File: src/shared/tdb_pkg.sv
// shared constants and types for the drop bus output block
package tdb_pkg;
  // bus structure
  localparam int FRAME_TICKS = 9720;
  localparam int SLOTS       = 84;
  localparam int FAST_DIV    = 4;
  localparam int FIFO_DEPTH  = 8;

  // tributary word layout
  localparam int W_DATA_LSB = 0;
  localparam int W_DATA_W   = 8;
  localparam int W_V5       = 8;
  localparam int W_V3       = 9;
  localparam int W_JUST_LSB = 10;
  localparam int W_JUST_W   = 2;
  localparam int WORD_W     = 12;

  // justification request carried with the V3/H3 octet
  localparam logic [1:0] JUST_NONE = 2'h0;
  localparam logic [1:0] JUST_NEG  = 2'h1;
  localparam logic [1:0] JUST_POS  = 2'h2;

  // reset and realign values
  localparam logic [1:0] PHASE_RST   = 2'h0;
  localparam logic [1:0] PHASE_AFTER = 2'h1;
  localparam logic [2:0] SYNC_RST    = 3'h0;
  localparam logic [7:0] DATA_RST    = 8'h00;

  typedef enum logic [1:0] {
    TDB_HUNT1,
    TDB_HUNT2,
    TDB_LOCKED
  } tdb_align_t;
endpackage

File: src/shared/tdb_fifo_if.sv
// valid/ready carrier between the stream buffer and the bus logic
`timescale 1ns/100ps
interface tdb_fifo_if #(
  parameter int WIDTH = tdb_pkg::WORD_W
);
  logic             wr_valid;
  logic             wr_ready;
  logic [WIDTH-1:0] wr_data;
  logic             rd_valid;
  logic             rd_ready;
  logic [WIDTH-1:0] rd_data;

  modport fifo (
    input  wr_valid,
    input  wr_data,
    input  rd_ready,
    output wr_ready,
    output rd_valid,
    output rd_data
  );

  modport user (
    output wr_valid,
    output wr_data,
    output rd_ready,
    input  wr_ready,
    input  rd_valid,
    input  rd_data
  );
endinterface

File: src/design/tdb_drop_out.sv
// drop side output control of the shared tributary bus
`timescale 1ns/100ps
// Overview of operation
// - payload active is high for every octet of a carried tributary except the V3/H3 octet
// - negative adjustment: payload active high during the V3/H3 octet
// - positive adjustment: payload active low in the octet after V3/H3
// - flexible bandwidth: payload active high whenever a byte is available
// - payload active driven only in assigned timeslots, undriven elsewhere
// - payload indicator marks the floating payload position of each tributary
// - indicator shifts always travel with matching payload active justification
// - payload indicator driven only in assigned timeslots, else released
// - bus outputs and output active update on the rising clock edge
// - output active high exactly while any drop bus signal is driven
// - activity detect inputs used only in the slow clock configuration
// - collision when an activity detect input and own output active coincide
// - collision disables the drop drivers and raises an interrupt event
// - interrupt pulled low while unmasked source active, until acknowledged
// - fast clock select: bus driven and sampled every fourth cycle
// - drop data bus driven only in assigned timeslots
// - driven drop data carries even or odd parity over data, active, indicator
// - mistimed frame pulse floats outputs until two good pulses follow
module tdb_drop_out #(
  parameter int FRAME_TICKS = tdb_pkg::FRAME_TICKS,
  parameter int SLOTS       = tdb_pkg::SLOTS,
  parameter int FIFO_DEPTH  = tdb_pkg::FIFO_DEPTH
)(
  // clock and reset
  input  wire logic             clock_in,
  input  wire logic             reset_in,
  // configuration
  input  wire logic             fast_clock_select_in,
  input  wire logic             flex_mode_in,
  input  wire logic             parity_odd_in,
  input  wire logic [SLOTS-1:0] slot_assign_in,
  input  wire logic             collision_mask_in,
  input  wire logic             collision_ack_in,
  // tributary stream
  input  wire logic             stream_valid_in,
  output wire logic             stream_ready_out,
  input  wire logic [7:0]       stream_data_in,
  input  wire logic             stream_v5_in,
  input  wire logic             stream_v3_in,
  input  wire logic [1:0]       stream_just_in,
  // bus inputs
  input  wire logic             drop_frame_pulse_in,
  input  wire logic [1:0]       bus_activity_detect_in,
  // drop bus outputs
  output wire logic [7:0]       drop_data_bus_out,
  output wire logic             drop_data_bus_oe_out,
  output wire logic             drop_data_parity_out,
  output wire logic             drop_data_parity_oe_out,
  output wire logic             drop_payload_active_out,
  output wire logic             drop_payload_active_oe_out,
  output wire logic             drop_payload_indicator_out,
  output wire logic             drop_payload_indicator_oe_out,
  output wire logic             bus_output_active_out,
  // open-drain interrupt and status
  output wire logic             interrupt_request_n_out,
  output wire logic             interrupt_request_n_oe_out,
  output wire logic             collision_status_out
);
  localparam int CW = $clog2(FRAME_TICKS);
  localparam int SW = $clog2(SLOTS);
  localparam logic [CW-1:0] CNT_LAST  = CW'(FRAME_TICKS - 1);
  localparam logic [CW-1:0] CNT_AFTER = CW'(1);
  localparam logic [SW-1:0] SLOT_LAST = SW'(SLOTS - 1);
  localparam logic [SW-1:0] SLOT_AFTER = SW'(1);

  if (SLOTS < 2 || FRAME_TICKS < SLOTS || FIFO_DEPTH < 2) begin : g_bad_param
    $error("tdb_drop_out: need SLOTS >= 2, FRAME_TICKS >= SLOTS, FIFO_DEPTH >= 2");
  end

  tdb_fifo_if #(.WIDTH(tdb_pkg::WORD_W)) fif ();

  tdb_fifo #(
    .WIDTH (tdb_pkg::WORD_W),
    .DEPTH (FIFO_DEPTH)
  ) u_fifo (
    .clock_in (clock_in),
    .reset_in (reset_in),
    .f        (fif.fifo)
  );

  assign fif.wr_valid     = stream_valid_in;
  assign fif.wr_data      = {stream_just_in, stream_v3_in, stream_v5_in, stream_data_in};
  assign stream_ready_out = fif.wr_ready;

  logic [2:0]         fast_sync;
  logic               fast_mode;
  logic [1:0]         phase;
  logic               tick;
  logic [CW-1:0]      frame_cnt;
  logic [SW-1:0]      slot;
  tdb_pkg::tdb_align_t align;
  logic               pulse_ok;
  logic               pulse_bad;
  logic               collision;
  logic               collide;
  logic               drive_now;
  logic               gap_next;
  logic               take;
  logic               next_pl;
  logic               next_v5;
  logic [7:0]         next_data;
  logic               drive_q;
  logic               pl_q;
  logic               v5_q;
  logic               par_q;
  logic [7:0]         data_q;
  logic               on;
  logic [7:0]         w_data;
  logic               w_v5;
  logic               w_v3;
  logic [1:0]         w_just;

  assign w_data = fif.rd_data[tdb_pkg::W_DATA_LSB +: tdb_pkg::W_DATA_W];
  assign w_v5   = fif.rd_data[tdb_pkg::W_V5];
  assign w_v3   = fif.rd_data[tdb_pkg::W_V3];
  assign w_just = fif.rd_data[tdb_pkg::W_JUST_LSB +: tdb_pkg::W_JUST_W];

  // strap is asynchronous to the bus clock; only a settled level is taken
  always_ff @(posedge clock_in or posedge reset_in) begin
    if (reset_in) begin
      fast_sync <= tdb_pkg::SYNC_RST;
    end else begin
      fast_sync <= {fast_sync[1:0], fast_clock_select_in};
    end
  end

  always_ff @(posedge clock_in or posedge reset_in) begin
    if (reset_in) begin
      fast_mode <= 1'b0;
    end else if (fast_sync[1] == fast_sync[2]) begin
      fast_mode <= fast_sync[2];
    end
  end

  // bus octet timing; a mistimed pulse realigns the counters to itself
  assign tick      = !fast_mode || (phase == tdb_pkg::PHASE_RST);
  assign pulse_ok  = drop_frame_pulse_in && tick && (frame_cnt == '0);
  assign pulse_bad = drop_frame_pulse_in && !pulse_ok;

  always_ff @(posedge clock_in or posedge reset_in) begin
    if (reset_in) begin
      phase <= tdb_pkg::PHASE_RST;
    end else if (pulse_bad) begin
      phase <= tdb_pkg::PHASE_AFTER;
    end else begin
      phase <= phase + 1'b1;
    end
  end

  always_ff @(posedge clock_in or posedge reset_in) begin
    if (reset_in) begin
      frame_cnt <= '0;
      slot      <= '0;
    end else if (pulse_bad) begin
      frame_cnt <= CNT_AFTER;
      slot      <= SLOT_AFTER;
    end else if (tick) begin
      frame_cnt <= (frame_cnt == CNT_LAST) ? '0 : frame_cnt + 1'b1;
      slot      <= (frame_cnt == CNT_LAST || slot == SLOT_LAST) ? '0 : slot + 1'b1;
    end
  end

  always_ff @(posedge clock_in or posedge reset_in) begin
    if (reset_in) begin
      align <= tdb_pkg::TDB_HUNT1;
    end else if (pulse_bad) begin
      align <= tdb_pkg::TDB_HUNT1;
    end else if (pulse_ok) begin
      case (align)
        tdb_pkg::TDB_HUNT1:  align <= tdb_pkg::TDB_HUNT2;
        tdb_pkg::TDB_HUNT2:  align <= tdb_pkg::TDB_LOCKED;
        tdb_pkg::TDB_LOCKED: align <= tdb_pkg::TDB_LOCKED;
        default:             align <= tdb_pkg::TDB_HUNT1;
      endcase
    end
  end

  assign drive_now = (align == tdb_pkg::TDB_LOCKED) && slot_assign_in[slot] && !collision;

  // octet selection; gap octet after a positive adjustment consumes nothing
  always_comb begin
    next_pl   = 1'b0;
    next_v5   = 1'b0;
    next_data = tdb_pkg::DATA_RST;
    take      = 1'b0;
    if (drive_now) begin
      if (flex_mode_in) begin
        next_pl   = fif.rd_valid;
        take      = fif.rd_valid;
        next_v5   = fif.rd_valid & w_v5;
        next_data = w_data;
      end else if (gap_next) begin
        next_pl = 1'b0;
      end else if (fif.rd_valid) begin
        take      = 1'b1;
        next_data = w_data;
        next_v5   = w_v5;
        if (w_v3) begin
          next_pl = (w_just == tdb_pkg::JUST_NEG);
        end else begin
          next_pl = 1'b1;
        end
      end
    end
  end

  assign fif.rd_ready = tick && take;

  always_ff @(posedge clock_in or posedge reset_in) begin
    if (reset_in) begin
      gap_next <= 1'b0;
    end else if (tick && take && !flex_mode_in && w_v3 && w_just == tdb_pkg::JUST_POS) begin
      gap_next <= 1'b1;
    end else if (tick && drive_now && !flex_mode_in) begin
      gap_next <= 1'b0;
    end
  end

  // outputs change only on bus octet boundaries, except that a mistimed pulse clears drive_q at once
  always_ff @(posedge clock_in or posedge reset_in) begin
    if (reset_in) begin
      drive_q <= 1'b0;
      pl_q    <= 1'b0;
      v5_q    <= 1'b0;
      par_q   <= 1'b0;
      data_q  <= tdb_pkg::DATA_RST;
    end else if (pulse_bad) begin
      drive_q <= 1'b0;
    end else if (tick) begin
      drive_q <= drive_now;
      pl_q    <= next_pl;
      v5_q    <= next_v5;
      data_q  <= next_data;
      par_q   <= (^{next_data, next_pl, next_v5}) ^ parity_odd_in;
    end
  end

  // collision cuts the drivers at the next clock edge, without waiting for drive_q to follow at a later octet boundary
  assign on = drive_q && !collision;

  assign drop_data_bus_out             = data_q;
  assign drop_data_bus_oe_out          = on;
  assign drop_data_parity_out          = par_q;
  assign drop_data_parity_oe_out       = on;
  assign drop_payload_active_out       = pl_q;
  assign drop_payload_active_oe_out    = on;
  assign drop_payload_indicator_out    = v5_q;
  assign drop_payload_indicator_oe_out = on;
  assign bus_output_active_out         = on;

  // neighbours' activity lines are meaningless at the fast rate
  assign collide = !fast_mode && (|bus_activity_detect_in) && on;

  // a new collision in the acknowledge cycle keeps the flag set
  always_ff @(posedge clock_in or posedge reset_in) begin
    if (reset_in) begin
      collision <= 1'b0;
    end else if (collide) begin
      collision <= 1'b1;
    end else if (collision_ack_in) begin
      collision <= 1'b0;
    end
  end

  assign interrupt_request_n_out    = 1'b0;
  assign interrupt_request_n_oe_out = collision && !collision_mask_in;
  assign collision_status_out       = collision;

  logic tick_q;

  always_ff @(posedge clock_in or posedge reset_in) begin
    if (reset_in) begin
      tick_q <= 1'b0;
    end else begin
      tick_q <= tick;
    end
  end
endmodule

File: src/design/tdb_fifo.sv
// stream buffer with a registered head word
`timescale 1ns/100ps
module tdb_fifo #(
  parameter int WIDTH = tdb_pkg::WORD_W,
  parameter int DEPTH = tdb_pkg::FIFO_DEPTH
)(
  // clock and reset
  input wire logic clock_in,
  input wire logic reset_in,
  // both sides
  tdb_fifo_if.fifo f
);
  localparam int AW = $clog2(DEPTH);

  if (DEPTH < 2 || (1 << AW) != DEPTH) begin : g_bad_depth
    $error("tdb_fifo: DEPTH must be a power of two, at least 2");
  end

  logic [WIDTH-1:0] mem [DEPTH];
  logic [AW-1:0]    wptr;
  logic [AW-1:0]    rptr;
  logic [AW:0]      count;
  logic [WIDTH-1:0] head;
  logic             head_v;
  logic             push;
  logic             pop_out;
  logic             load;

  assign push       = f.wr_valid & f.wr_ready;
  assign pop_out    = f.rd_valid & f.rd_ready;
  // head refills from memory whenever it is free or being taken
  assign load       = (count != '0) & (~head_v | pop_out);
  assign f.wr_ready = (count != (AW + 1)'(DEPTH));
  assign f.rd_valid = head_v;
  assign f.rd_data  = head;

  always_ff @(posedge clock_in) begin
    if (push) begin
      mem[wptr] <= f.wr_data;
    end
  end

  always_ff @(posedge clock_in or posedge reset_in) begin
    if (reset_in) begin
      wptr <= '0;
    end else if (push) begin
      wptr <= wptr + 1'b1;
    end
  end

  always_ff @(posedge clock_in or posedge reset_in) begin
    if (reset_in) begin
      rptr <= '0;
      head <= '0;
    end else if (load) begin
      rptr <= rptr + 1'b1;
      head <= mem[rptr];
    end
  end

  always_ff @(posedge clock_in or posedge reset_in) begin
    if (reset_in) begin
      head_v <= 1'b0;
    end else if (load) begin
      head_v <= 1'b1;
    end else if (pop_out) begin
      head_v <= 1'b0;
    end
  end

  always_ff @(posedge clock_in or posedge reset_in) begin
    if (reset_in) begin
      count <= '0;
    end else if (push && !load) begin
      count <= count + 1'b1;
    end else if (!push && load) begin
      count <= count - 1'b1;
    end
  end
endmodule

File: config.mk
export PLATFORM = sky130hd
export DESIGN_NAME = tdb_drop_out
export DESIGN_NICKNAME = d
export VERILOG_FILES = /design/src/shared/tdb_pkg.sv /design/src/shared/tdb_fifo_if.sv /design/src/design/tdb_drop_out.sv /design/src/design/tdb_fifo.sv
export SDC_FILE = /design/constraint.sdc
export NUM_CORES = 1
export LEC_CHECK = 0
export BUFFER_PORTS_ARGS = -buffer_cell sky130_fd_sc_hd__buf_2
export CAP_MARGIN = 15
export CORE_MARGIN = 2
export CORE_UTILIZATION = 25
export DETAILED_ROUTE_END_ITERATION = 10
export GPL_ROUTABILITY_DRIVEN = 0
export HOLD_SLACK_MARGIN = 0.12
export PLACE_DENSITY = 0.43
export SYNTH_ARGS = -nofsm -noshare
export SYNTH_HDL_FRONTEND = slang
export SYNTH_SLANG_ARGS = --single-unit
File: constraint.sdc
create_clock -name clock_in -period 6.5 [get_ports clock_in]
set_input_delay 1.3 -clock clock_in [delete_from_list [all_inputs] [get_ports clock_in]]
set_output_delay 1.3 -clock clock_in [all_outputs]
set_load 0.1 [all_outputs]
## Word-level counts from Yosys, hierarchy flattened

Memories as Yosys holds them, arrays and structs flattened. A register that Yosys moved wholly into a read port is not among the register bits.
Cells that the tools add are included.

- Add/subtract/negate cells: 7
- $lt $le $gt $ge: 1
- Equality and inequality tests: 8
- Muxes and demuxes: 41
- Bitwise operators: 8
- Reductions and logical operators: 40

Operators by type and width:

| kind | number |
|---|---|
| 14-bit two-way mux | 3 |
| 8-bit two-way mux | 4 |
| 1-bit two-way mux | 24 |
| 7-bit two-way mux | 3 |
| 1-bit logical AND | 17 |
| 14-bit by 1-bit adder with 14-bit output (second input constant) | 1 |
| 14-bit == test (second input constant) | 1 |
| 14-bit logical NOT | 1 |
| 2-bit nonzero test | 6 |
| 10-bit parity | 1 |
| 7-bit by 8-bit < comparator with 1-bit output (second input constant) | 1 |
| 4-bit two-way mux | 2 |
| 7-bit by 1-bit adder with 7-bit output (second input constant) | 1 |
| 1-bit binary-select mux with 7-bit select | 1 |
| 7-bit == test (second input constant) | 1 |
| 1-bit logical NOT | 7 |
| 3-bit by 1-bit adder with 3-bit output (second input constant) | 2 |
| 2-bit two-way mux | 3 |
| 4-bit by 1-bit adder with 4-bit output (second input constant) | 1 |
| 1-bit bitwise AND | 4 |
| 2-bit by 1-bit == test with 1-bit output (second input constant) | 2 |
| 2-bit == test (second input constant) | 2 |
| 2-bit logical NOT | 2 |
| 4-bit inequality test (second input constant) | 1 |
| other kinds (11) | 14 |

- Register bits: 54
- RAM bits: 96
- Input port bits: 107
- Output and inout bits: 20
- Memories kept: 1

Memory list:

| memory | words | bits a word | rd ports | clocked after memory_dff | wr ports | RTL line | RTL |
|---|---|---|---|---|---|---|---|
| u_fifo.mem | 8 | 12 | 1 | 1 | 1 | tdb_fifo.sv:19 | `logic [WIDTH-1:0] mem [DEPTH];` |

## Depth between registers and ports, before layout

Gate-level depths: netlist of run 1.

- Word-level depth: 12
- Depth in mapped cells: 18
- Gate-level depth less buffers: 17

## Modules after synthesis

From an unflattened synthesis of run 1, not the netlist that was laid out.

- Cell total of the unflattened synthesis: 598
- Area total of the unflattened synthesis: 7872.6 um^2

Modules (own cells, without submodules):

| module | times used | cells an instance | area each (um^2) | seq. area each (um^2) |
|---|---|---|---|---|
| tdb_fifo | 1 | 298 | 4847.1 | 3458.3 |
| tdb_drop_out | 1 | 300 | 3025.4 | 1076.0 |

## Worst setup path before layout of run 1

OpenSTA, ideal clock, no wires.

- Kind: in2reg
- Start point: in slot_assign_in[27]
- End point: reg u_fifo.count[3]
- Arrival: 4.124 ns
- Path slack: 2.251 ns
- Stages on the path: 16
- Path buffers: 1
- Path through: mux4_2 > mux2_2 > o311ai_0 > o32ai_1 > o211ai_2 > a21oi_2 > buf_6 > inv_1 > ha_1 > inv_1 > ha_1 > a21o_1 > a21oi_1 > xnor2_1 > nor2_1 > xor2_1

- Longest elaborated chain between the ends: 12

Ends and longest elaborated chain:

| what | RTL line | RTL |
|---|---|---|
| start, declared | tdb_drop_out.sv:34 | `input wire logic [SLOTS-1:0] slot_assign_in,` |
| 1-bit binary-select mux with 7-bit select (*) | tdb_drop_out.sv:181 | `assign drive_now = (align == tdb_pkg::TDB_LOCKED) && slot_assign_in[slot] && !collision;` |
| 1-bit two-way mux (not written as such) (*) | tdb_drop_out.sv:181 |  |
| 1-bit logical AND (*) (2 in a row) | tdb_drop_out.sv:181 |  |
| 1-bit two-way mux (*) | tdb_drop_out.sv:189 | `if (drive_now) begin` |
| 1-bit logical AND (*) | tdb_drop_out.sv:210 | `assign fif.rd_ready = tick && take;` |
| 1-bit bitwise AND (*) | tdb_fifo.sv:30 | `assign pop_out = f.rd_valid & f.rd_ready;` |
| 1-bit OR (*) | tdb_fifo.sv:32 | `assign load = (count != '0) & (~head_v \| pop_out);` |
| 1-bit bitwise AND (*) | tdb_fifo.sv:32 |  |
| 1-bit logical NOT | tdb_fifo.sv:74 | `end else if (push && !load) begin` |
| 1-bit logical AND | tdb_fifo.sv:74 |  |
| 4-bit two-way mux or 2-bit nonzero test (tied branches) | - |  |
| end signal, assigned | tdb_fifo.sv:75 | `count <= count + 1'b1;` |
| end signal, assigned | tdb_fifo.sv:77 | `count <= count - 1'b1;` |
| end, declared | tdb_fifo.sv:22 | `logic [AW:0] count;` |

Every way passes the cells marked *; elsewhere a longest branch is shown, timed or not. The select of a mux whose other input is x is not followed.
A chain may end at the register's enable or synchronous reset.

## Final worst setup path of run 1

- Start point: reg slot[0]
- End point: reg u_fifo.count[3]

- Longest elaborated chain between the ends: 12

Ends and longest elaborated chain:

| what | RTL line | RTL |
|---|---|---|
| start, declared | tdb_drop_out.sv:93 | `logic [SW-1:0] slot;` |
| start signal, assigned | tdb_drop_out.sv:162 | `slot <= (frame_cnt == CNT_LAST \|\| slot == SLOT_LAST) ? '0 : slot + 1'b1;` |
| 1-bit binary-select mux with 7-bit select (*) | tdb_drop_out.sv:181 |  |
| 1-bit two-way mux (not written as such) (*) | tdb_drop_out.sv:181 |  |
| 1-bit logical AND (*) (2 in a row) | tdb_drop_out.sv:181 |  |
| 1-bit two-way mux (*) | tdb_drop_out.sv:189 |  |
| 1-bit logical AND (*) | tdb_drop_out.sv:210 |  |
| 1-bit bitwise AND (*) | tdb_fifo.sv:30 |  |
| 1-bit OR (*) | tdb_fifo.sv:32 |  |
| 1-bit bitwise AND (*) | tdb_fifo.sv:32 |  |
| 1-bit logical NOT | tdb_fifo.sv:74 |  |
| 1-bit logical AND | tdb_fifo.sv:74 |  |
| 4-bit two-way mux or 2-bit nonzero test (tied branches) | - |  |

Marked as above.

==> metrics.md, run 1 <==
| Metric | Value |
|---|---|
| Final Routed Wirelength | 18,200 µm |
| Status | finished, final reports clean |
| Sequential area share after synthesis | 59.5% |
| Clock Path Buffers | 2 |
| Crit Path Category | register to register |
| Synth Flop Type | edfxtp_1 |
| Clk pwr share | 29.6% |
| Cells along the critical path | buf_4, mux4_2, nor2b_1, a2111oi_0, o32ai_1, o211ai_2, a21oi_2, buf_4, inv_1, ha_1, inv_1, ha_1, a21o_1, a21oi_1, xnor2_1, nor2_1, xor2_1 |
| Post-Synthesis Cell Area | 7620 µm² |
| Slowest cell on crit path | dfrtp_1 |
| Std cell rows | 63 |
| Detailed Route Iter0 Violations | 254 |
| Max-slew violation count | 0 |
| Commonest non-fill, non-tap cell in the layout | buf_2 |
| Die H | 179 µm |
| Synth Instances | 522 |
| Placed cell area | 8670 µm² |
| Setup bufs post-CTS | 0 |
| Startpoint types | register |
| Netlist cell types | 57 |
| Clock latency on the worst-skew pair | 0.43 ns |
| Final nets | 768 |
| Clk root buf | clkbuf_16 |
| Initial antenna violation count | 2 |
| # IOs | 127 |
| Die X | 179 µm |
| Starting Density | 25.6% |
| CTS tree | built |
| Core footprint | 29,800 µm² |
| Antenna cell count | 0 |
| Final hold vios | 0 |
| Setup violators final | 0 |
| Post-route ant nets | 0 |
| Synth warn | 0 |
| Total GRT Usage | 11.7% |
| CP delay by family, top | compound AO/OA/AOI/OAI gates |
| Syn Nets | 641 |
| Worst Tran Pin Value | 1.03 ns |
| P&R area growth vs syn | 21.6% |
| WP data required | 6.81 ns |
| Comb pwr share | 29.1% |
| Cell Int Power | 2.25 mW |
| Static Leak | 3.63 nW |
| Sw Ratio | 32.3% |
| Switching power | 1.07 mW |
| Worst Hold Class | register to register |
| F_max | 0.217 GHz |
| DRC violations left | 0 |
| PwrDens | 359 nW/µm² |
| Seq pwr share | 41.3% |
| Period utilization | 70.9% |
| Layout cells sized above 1 | 38.2% |
| Critical Path End Type | register |
| Max_cap viols | 0 |
| Full die area | 31,900 µm² |
| Largest net degree at the start of global routing | 67 |
| Post-synth EDFFs | 96 |
| 1st-pass router iterations | 4 |
| Via/cell ratio | 4.59 |
| GRT Residual Overflow | 0 |
| Vias in the first global route | 4,978 |
| Worst path max stage delay | 0.78 ns |
| Final core utilization | 31.1% |
| First-pass GRT wire length | 28,000 µm |
| Port Buffers | 125 |
| Routed vias | 4,824 |
| WP data arrival | 4.92 ns |
| Clk pin slew, worst setup/hold paths | 0.07 ns |
| Drt wl/cell | 17.3 µm |
| Fin area | 9260 µm² |
| Fill cell count | 2,998 |
| Hold_buf cts | 0 |
| Post-Route Skew | 0.0134 ns |
| Register bit total from synthesis | 162 |
| Synth async-reset ratio | 40.7% |
| Post-detail-place hpwl | 12,700 µm |
| Crit path buf inv count | 4 |
| H-tree depth | 4 |
| RSZ-0062 raised after global routing | no |
| Post-cts sizing count | 0 |
| Slew margin rel. | 31.3% |
| VDD IR max | 0.000147 V |
| Crit Path Max Fanout | 15 |
| Setup TNS | 0 ns |
| CTS Buf Count | 17 |
| Final min period | 4.61 ns |
| # clock sinks | 162 |
| Most frequent cells in the layout | buf_2, edfxtp_1, dfrtp_1 |
| Syn Area/Cell | 14.6 µm² |
[cells in the mapped netlist, types with 4 or more instances]
cell	number	area share, %
or4_1	4	0.39
a221oi_1	4	0.46
inv_1	17	0.84
nor2b_1	7	0.57
edfxtp_1	96	38
nor3_1	9	0.59
mux4_2	42	12
nand3_1	9	0.59
mux2_2	26	3.8
xnor2_1	12	1.4
clkbuf_1	12	0.59
buf_2	4	0.26
a22o_1	11	1.3
o21ai_0	31	2.0
nand4_1	4	0.33
mux2_4	7	1.4
nand2b_1	7	0.57
ha_1	11	1.8
dfrtp_1	66	22
buf_4	6	0.59
xor2_1	6	0.69
nor2_1	29	1.4
nand2_1	42	2.1
and3_1	7	0.57
a21oi_1	4	0.26
[kinds of logic after synthesis]
kind of cell             after synthesis  share of synthesized area [%]
flip-flops                           162                           59.5
AND/OR/NAND/NOR                      133                           8.58
multiplexers                          78                           18.0
AO/OA/AOI/OAI                         73                           6.55
buffers and inverters                 43                           2.68
XOR/XNOR                              19                           2.37
adder cells (fa/ha/maj)               13                           2.20
other                                  1                         0.0492
[cell type report]
cell class / count / area, µm² / area share (%)
clock buffers: 17 / 425 / 4.59
multi-input cells: 317 / 2890 / 31.2
well taps: 390 / 488 / 5.27
flip-flops and latches: 162 / 4530 / 48.9
clock inverters: 15 / 165 / 1.78
repair buffers: 134 / 697 / 7.52
inverters: 17 / 63.8 / 0.689
[sequential cells by signal, indices dropped and copies added, names as in the netlist, 2 cells and up]
register and cells:
align 2, drop_data_bus_out 8, fast_sync 3, frame_cnt 14, phase 2, slot 7, u_fifo.count 4, u_fifo.f.rd_data 12
u_fifo.mem 96, u_fifo.rptr 3, u_fifo.wptr 3
[through the flow]
step | total power, mW | std cells | hold slack (ns) | worst slack [ns]
after global routing | 3.52 | 1052 | 0.365 | 1.45
after detailed placement | 2.39 | 1020 | 0.340 | 1.68
after floorplan | 2.10 | 522 | 0.331 | 2.25
final | 3.32 | 1052 | 0.352 | 1.89
after global placement | 2.36 | 1019 | 0.347 | 1.78
after CTS | 3.39 | 1052 | 0.357 | 1.80
[metal layers]
| metal | vias to the layer above | GRT usage (%) | part of all wire, % |
|---|---|---|---|
| met1 | 2428 | 14.8 | 44 |
| met2 | 118 | 19.9 | 49 |
| met3 | 22 | 2.90 | 5.0 |
| li1 | 2252 | - | - |
| met5 | - | 0 | 0.12 |
| met4 | 4 | 3.22 | 1.2 |
[power by group through the flow]
stage / logic (mW) / clock network [mW] / registers, mW
detailed placement: 0.987 / 0 / 1.40
CTS: 0.994 / 1.02 / 1.38
global placement: 0.973 / 0 / 1.39
floorplan: 0.752 / 0 / 1.35
finish: 0.966 / 0.985 / 1.37
global route: 1.07 / 1.06 / 1.40
[path summary, 6_finish.rpt]
path                                        start                          end  slack [ns]  cells past startpoint
min reg2reg                fast_sync[0]$_DFF_PP0_       fast_sync[1]$_DFF_PP0_        0.35                      0
max                           slot[0]$_DFFE_PP0P_  u_fifo.count[3]$_DFFE_PP0P_        1.89                     17
min in group asynchronous                reset_in   u_fifo.wptr[0]$_DFFE_PP0P_        1.14                      3
max in group asynchronous                reset_in     frame_cnt[9]$_DFFE_PP0P_        4.79                      3
max reg2reg                   slot[0]$_DFFE_PP0P_  u_fifo.count[3]$_DFFE_PP0P_        1.89                     17
min                        fast_sync[0]$_DFF_PP0_       fast_sync[1]$_DFF_PP0_        0.35                      0
Power figures use the tool's default switching activity.
==> inputs of run 2 (changes only) <==
clock period = 4.78 ns   (was 6.5 ns; I/O delays follow)
==> run 2 against run 1 <==
Net effect: worst setup slack worse by 1.2 ns; maximum frequency rose by 12%; sequential share of layout area down 0.54 points; combinational power up 41%; sequential power increased by 36%; critical path depth unchanged; final area up 1.1%; clock-buffer cell count did not move; utilization up 0.34 points; power up 37%; hold slack better by 0.0063 ns.
==> metrics.md, run 2 (same netlist as run 1, synthesis figures left out) <==
| Metric | Value |
|---|---|
| Status | finished, final reports clean |
| P&R area growth vs syn | 23.0% |
| Register area | 4530 µm² |
| Post-route ant nets | 0 |
| Worst r2r dst | u_fifo.count[3]$_DFFE_PP0P_ |
| Max-slew violation count | 0 |
| FF-to-FF Start | slot[0]$_DFFE_PP0P_ |
| Max reg flops | 96 |
| DRC violations left | 0 |
| WP data required | 5.09 ns |
| Setup TNS | 0 ns |
| First-pass GRT wire length | 28,100 µm |
| Worst Hold Class | register to register |
| Fill cell count | 2,949 |
| Vias in the first global route | 4,964 |
| Worst hold path endpoint | fast_sync[1]$_DFF_PP0_ |
| Most frequent cells in the layout | buf_2, edfxtp_1, dfrtp_1 |
| F_max | 0.243 GHz |
| Largest net degree at the start of global routing | 45 |
| GRT Residual Overflow | 0 |
| Final nets | 779 |
| Multi-input logic area | 2880 µm² |
| Post-detail-place hpwl | 12,900 µm |
| # clock sinks | 162 |
| Biggest register | u_fifo.mem |
| Slowest cell on crit path | o32ai_1 |
| Port Buffers | 125 |
| VDD IR max | 0.000169 V |
| Full die area | 31,900 µm² |
| Die X | 179 µm |
| H-tree depth | 4 |
| Worst R2R Path Depth | 17 |
| Clk root buf | clkbuf_16 |
| Via/cell ratio | 4.57 |
| Routed vias | 4,860 |
| Detailed Route Iter0 Violations | 308 |
| Die H | 179 µm |
| Crit Path Category | register to register |
| Slew margin rel. | 48.3% |
| Worst path max stage delay | 0.68 ns |
| Starting Density | 25.6% |
| Post-Route Skew | 0.0155 ns |
| Initial antenna violation count | 0 |
| Static Leak | 3.69 nW |
| Critical Path End Type | register |
| Startpoint types | register |
| Core footprint | 29,800 µm² |
| Antenna cell count | 0 |
| # IOs | 127 |
| Post-cts sizing count | 0 |
| Max_cap viols | 0 |
| RSZ-0062 raised after global routing | no |
| CTS Buf Count | 17 |
| Setup bufs post-CTS | 0 |
| CTS tree | built |
| Layout cells sized above 1 | 38.3% |
| Clk pin slew, worst setup/hold paths | 0.07 ns |
| Total GRT Usage | 11.7% |
| HP Start | fast_sync[0]$_DFF_PP0_ |
| Period utilization | 86.2% |
| Final std cells w/o fill | 1,063 |
| Clock latency on the worst-skew pair | 0.43 ns |
| Crit Path Max Fanout | 10 |
| Std cell rows | 63 |
| Final Routed Wirelength | 18,400 µm |
| Worst Tran Pin Value | 0.765 ns |
| Setup violators final | 0 |
| Cells along the critical path | buf_4, buf_4, mux4_2, nand3b_1, o311ai_0, o32ai_1, o211ai_2, a21oi_2, inv_1, ha_1, inv_1, ha_1, a21o_1, a21oi_1, xnor2_1, nor2_1, xor2_1 |
| Pwr Total | 4.56 mW |
| Commonest non-fill, non-tap cell in the layout | buf_2 |
| Clock Path Buffers | 2 |
| WHS Path Cells | 0 |
| PwrDens | 487 nW/µm² |
| 1st-pass router iterations | 4 |
| R2r setup slk | 0.66 ns |
| WP data arrival | 4.43 ns |
| DP Cell Count | 1,029 |
| Drt wl/cell | 17.3 µm |
| Final min period | 4.12 ns |
| Final hold vios | 0 |
| Hold_buf cts | 0 |
run 2: report_power, final:
| group | total (mW) | internal [mW] | switching [mW] | leakage (nW) |
|---|---|---|---|---|
| logic | 1.36 | 0.698 | 0.665 | 1.68 |
| clock network | 1.33 | 0.699 | 0.633 | 0.288 |
| registers | 1.87 | 1.70 | 0.167 | 1.72 |
| total | 4.56 | 3.10 | 1.46 | 3.69 |
run 2: cell type report:
| class | instances | area share [%] |
|---|---|---|
| clock inverter | 15 | 1.80 |
| multi-input combinational | 317 | 30.7 |
| timing repair buffer | 145 | 8.63 |
| clock buffer | 17 | 4.54 |
| sequential | 162 | 48.4 |
| inverter | 17 | 0.681 |
| tap | 390 | 5.21 |
run 2: routing by layer:
metal,global-route usage (%),vias up,part of all wire (%)
li1,-,2269,-
met1,15.0,2457,44
met2,19.8,120,49
met3,2.81,14,5.2
met4,3.05,0,0.93
met5,0,-,0
run 2: worst max-delay path, delay by kind of cell (launching register included):
kind | cells | cell delay [ns]
AOI/OAI and AO/OA | 6 | 1.56
buffers and inverters | 4 | 0.65
xor gates and xnor gates | 2 | 0.29
adders and majority gates | 2 | 0.46
and+or+nand+nor | 2 | 0.18
DFF | 1 | 0.64
muxes | 1 | 0.24
run 2: how the worst max path moves through the flow:
| stage | startpoint | end | slack [ns] |
|---|---|---|---|
| final | slot[0]$_DFFE_PP0P_ | u_fifo.count[3]$_DFFE_PP0P_ | 0.66 |
| after global routing | slot[0]$_DFFE_PP0P_ | u_fifo.count[3]$_DFFE_PP0P_ | 0.42 |
| after CTS | slot[0]$_DFFE_PP0P_ | u_fifo.count[3]$_DFFE_PP0P_ | 0.60 |
| after detailed placement | slot[0]$_DFFE_PP0P_ | u_fifo.count[3]$_DFFE_PP0P_ | 0.61 |
| after global placement | slot_assign_in[3] | u_fifo.count[3]$_DFFE_PP0P_ | 0.62 |
| after floorplan | slot_assign_in[27] | u_fifo.count[3]$_DFFE_PP0P_ | 0.87 |
run 2: stage by stage:
step                worst slack (ns)  hold WS [ns]  instance area, µm²  util [%]
floorplan                      0.875         0.331                7620         -
global placement               0.617         0.343                8720      29.3
detailed placement             0.606         0.349                8740      29.3
CTS                            0.595         0.364                9340      31.3
global route                   0.422         0.373                9370      31.4
finish                         0.659         0.358                9370      31.4
